`src/sac_regs.svh`:
```
// register offsets, field positions and reset values of the checker
`ifndef SAC_REGS_SVH
`define SAC_REGS_SVH
`define SAC_OFS_LIMIT    4'h0
`define SAC_OFS_SP       4'h2
`define SAC_OFS_STATUS   4'h4
`define SAC_OFS_MASK     4'h6
`define SAC_BIT_ADDR_ERR 0
`define SAC_BIT_STK_ERR  1
`define SAC_LIMIT_RST    16'h0000
`define SAC_SP_RST       16'h0800
`define SAC_SFR_TOP      16'h0800
`define SAC_NEAR_MASK    16'h1FFF
`define SAC_WORD_STEP    16'h0002
`endif

```
`src/sac_pkg.sv`:
```
// types shared by the stack and alignment checker
`default_nettype none
package sac_pkg;
  typedef enum logic [2:0] {
    SAC_OP_NONE = 3'b000,
    SAC_OP_PUSH = 3'b001,
    SAC_OP_POP  = 3'b010,
    SAC_OP_CALL = 3'b011,
    SAC_OP_EXC  = 3'b100
  } sac_op_type;

  typedef struct packed {
    logic [15:0] limit;
    logic [15:0] sp;
    logic [1:0]  status;
    logic [1:0]  mask;
    logic [15:0] rd_data;
    logic [15:0] mem_addr;
    logic [15:0] mem_wdata;
    logic [1:0]  mem_be;
    logic        mem_we;
    logic        mem_re;
    logic [15:0] load_result;
    logic [15:0] dir_addr;
  } sac_state_type;
endpackage
`default_nettype wire

```
`src/sac_stack.sv`:
```
// stack address generation and limit comparison
`timescale 1ns/1ps
`default_nettype none
`include "sac_regs.svh"
module sac_stack
  import sac_pkg::*;
(
  input  wire sac_op_type  op,
  input  wire logic [15:0] sp,
  input  wire logic [15:0] limit,
  input  wire logic        ea_valid,
  input  wire logic [15:0] ea,
  output logic [15:0]      op_addr,
  output logic [15:0]      sp_new,
  output logic             stack_err
);
  logic        is_pop;
  logic        is_push;
  logic [15:0] chk_addr;
  logic        chk_on;

  assign is_pop  = (op == SAC_OP_POP);
  assign is_push = (op == SAC_OP_PUSH) | (op == SAC_OP_CALL) |
                   (op == SAC_OP_EXC);
  // pop pre-decrements, push stores at the pointer then steps up
  assign op_addr = is_pop ? sp - `SAC_WORD_STEP : sp;
  assign sp_new  = is_pop  ? sp - `SAC_WORD_STEP :
                   is_push ? sp + `SAC_WORD_STEP : sp;
  // the stack operation address, or ea when no stack operation runs, is held against limit and floor
  assign chk_on   = is_pop | is_push | ea_valid;
  assign chk_addr = (is_pop | is_push) ? op_addr : ea;
  // equal to the limit is still legal, so one more push traps
  assign stack_err = chk_on & ((chk_addr > limit) |
                               (chk_addr < `SAC_SFR_TOP));
endmodule
`default_nettype wire

```
`config.mk`:
```
export PLATFORM = sky130hd
export DESIGN_NAME = sac_stack
export DESIGN_NICKNAME = d
export VERILOG_FILES = /design/src/sac_pkg.sv /design/src/sac_stack.sv
export VERILOG_INCLUDE_DIRS = /design/src
export SDC_FILE = /design/constraint.sdc
export NUM_CORES = 1
export LEC_CHECK = 0
export BUFFER_PORTS_ARGS = -buffer_cell sky130_fd_sc_hd__buf_2
export CAP_MARGIN = 20
export CELL_PAD_IN_SITES_DETAIL_PLACEMENT = 1
export CELL_PAD_IN_SITES_GLOBAL_PLACEMENT = 1
export CORE_MARGIN = 2
export CORE_UTILIZATION = 28
export DETAILED_ROUTE_END_ITERATION = 10
export GPL_ROUTABILITY_DRIVEN = 0
export PLACE_DENSITY = 0.91
export SYNTH_ARGS = -nofsm -noshare
export SYNTH_HDL_FRONTEND = slang
export SYNTH_SLANG_ARGS = --single-unit
```
`constraint.sdc`:
```
create_clock -name vclk -period 4.1
set_input_delay 0.41 -clock vclk [all_inputs]
set_output_delay 0.41 -clock vclk [all_outputs]
set_load 0.03 [all_outputs]
```
==> results.sh <==
export IMPL_cp_endpoint="stack_err"
export IMPL_vias=1826
export IMPL_syn_to_final_growth_pct=60.5
export IMPL_io_buffers=85
export IMPL_cap_violations=0
export IMPL_hold_buffers=0
export IMPL_arrival_ns=3.62
export IMPL_yosysUniqueCellTypes=49
export IMPL_seq_cell_count=0
export IMPL_avgRoutedWirePerCell_um=15.5
export IMPL_cp_required_ns=3.69
export IMPL_multiInputGateArea_um2=1450
export IMPL_synth_cells=204
export IMPL_layout_commonest_cell="buf_2"
export IMPL_dp_slack_ns=-0.232
export IMPL_tightestPinTransition_ns=0.537
export IMPL_synth_nets=274
export IMPL_status="complete, no violations"
export IMPL_final_cell_mix="buf_2, buf_4, inv_1"
export IMPL_grt_pass1_wl_mm=8.89
export IMPL_die_area_um2=5740
export IMPL_hpwl_mm=4.90
export IMPL_drt_wl_total_mm=5.83
export IMPL_finalHoldViolations=0
export IMPL_dpl_cell_count=372
export IMPL_place_area_um2=2150
export IMPL_n_fill_cell=664
export IMPL_num_clock_buffers=0
export IMPL_synth_avg_cell_area_um2=7.07
export IMPL_worst_hold_slack_ns=1.10
export IMPL_fin_crit_sh_pct=98.4
export IMPL_setup_ws_ns=0.0664
export IMPL_track_usage_pct=19.8
export IMPL_final_cell_area_um2=2310
export IMPL_viasPerCell=4.84
export IMPL_startpoint="sp[6]"
export IMPL_ios=85
export IMPL_grt_max_degree=15
export IMPL_final_setup_tns_ns=0
export IMPL_slew_headroom_pct=64.1
export IMPL_slew_viol_final=0
export IMPL_dr_pass1_iters=4
export IMPL_total_power_mw=0.293
export IMPL_hold_class="in -> out"
export IMPL_core_area_um2=5040
export IMPL_grt_pass1_vias=1922
export IMPL_criticalPathCategory="in -> out"
export IMPL_chipHeight_um=75.8
export IMPL_cp_max_fo=6
export IMPL_grt_antenna_before_repair=0
export IMPL_yosys_warnings=0
export IMPL_drc=0
export IMPL_dieWidth_um=75.8
export IMPL_max_freq_ghz=0.248
export IMPL_drive_above_1_share_pct=50.8
export IMPL_diodes=0
export IMPL_p_per_area_nw_per_um2=126
export IMPL_critPathLaunchType="primary input"
export IMPL_setup_viol=0
export IMPL_synth_area_um2=1440
export IMPL_first_iter_violations=41
export IMPL_vdd_ir_drop_max_v=0.0000520
export IMPL_start_util_pct=28.6
export IMPL_fin_cells=377
export IMPL_utilization_pct=45.9
export IMPL_regArea_um2=0
export IMPL_p_leak_nw=1.15
export IMPL_rows=26
export IMPL_drtAntennaViolNets=0
export IMPL_finalCriticalPeriod_ns=4.03
export IMPL_nNetsFinal=379
export IMPL_globalRouteOverflowTotal=0
export IMPL_ys_seq_area_share_pct=0
export IMPL_crit_path_end_kind="output port"
==> critical path: stages <==
cell	delay (ns)
buf_6	0.09
or4_4	0.54
or4_4	0.53
buf_6	0.15
or3_4	0.35
a31oi_4	0.21
ha_4	0.17
nand3_4	0.08
or4_4	0.50
a21o_1	0.18
and4_4	0.15
o32ai_4	0.09
buf_6	0.16
==> synth_stat cells (3+ instances only) <==
cell       n  share of area (%)
a41oi_1    3                1.8
ha_1      18                 16
or3_1      3                1.3
nor3_1     6                2.1
xnor2_1   16                9.7
a31oi_1    3                1.3
mux2_2    11                8.6
nor3b_1    3                1.6
nand4_1    3                1.3
nor2_1    15                3.9
xor2_1     8                4.9
buf_2      3                1.0
o21ai_0    5                1.7
inv_1     22                5.7
clkbuf_1   9                2.3
nand2_1   14                3.6
a21o_1     3                1.6
or4_1      3                1.6
nand3_1    6                2.1
nor4_1     3                1.3
a21oi_1   11                3.8
==> power breakdown <==
part	leakage (nW)	switching, mW	internal [mW]
Clock	0	0	0
Combinational	1.15	0.164	0.128
Sequential	0	0	0
==> how the worst min path moves through the flow <==
stage / slack, ns / end / startpoint / cells after the start
floorplan: 0.95 / op_addr[0] / sp[0] / 1
global placement: 1.10 / sp_new[0] / sp[0] / 2
detailed placement: 1.10 / op_addr[0] / sp[0] / 2
CTS: 1.10 / op_addr[0] / sp[0] / 2
global route: 1.11 / sp_new[0] / sp[0] / 2
finish: 1.10 / op_addr[0] / sp[0] / 2
==> layout make-up <==
cell class	instances	share of cell area (%)
inverters	22	3.57
multi-input cells	166	62.5
well taps	70	3.79
repair buffers	119	30.1
==> repair_timing <==
item | CTS | global route
buffers inserted | 1 | 4
endpoints found under the setup margin | 1 | 1
pin swaps | 7 | 4
gates resized for setup | 6 | 13
==> logic make-up (layout without fill, tap and decap cells) <==
logic type      after synthesis  in the layout  share of synthesized area, %
simple gates                 71             71                          28.5
xor+xnor                     24             24                          14.6
compound gates               38             38                          18.1
fa+ha+maj                    18             18                          15.6
mux                          15             15                          11.5
buf+inv                      38            141                          11.7
==> per-layer routing <==
layer	global-route usage [%]	vias up	part of all wire, %
met3	0.661	0	3.6
met5	0	-	0
met1	24.9	845	43
li1	-	931	-
met2	38.9	50	54
met4	0.195	0	0
No activity file was read; power rests on OpenSTA's default activity.
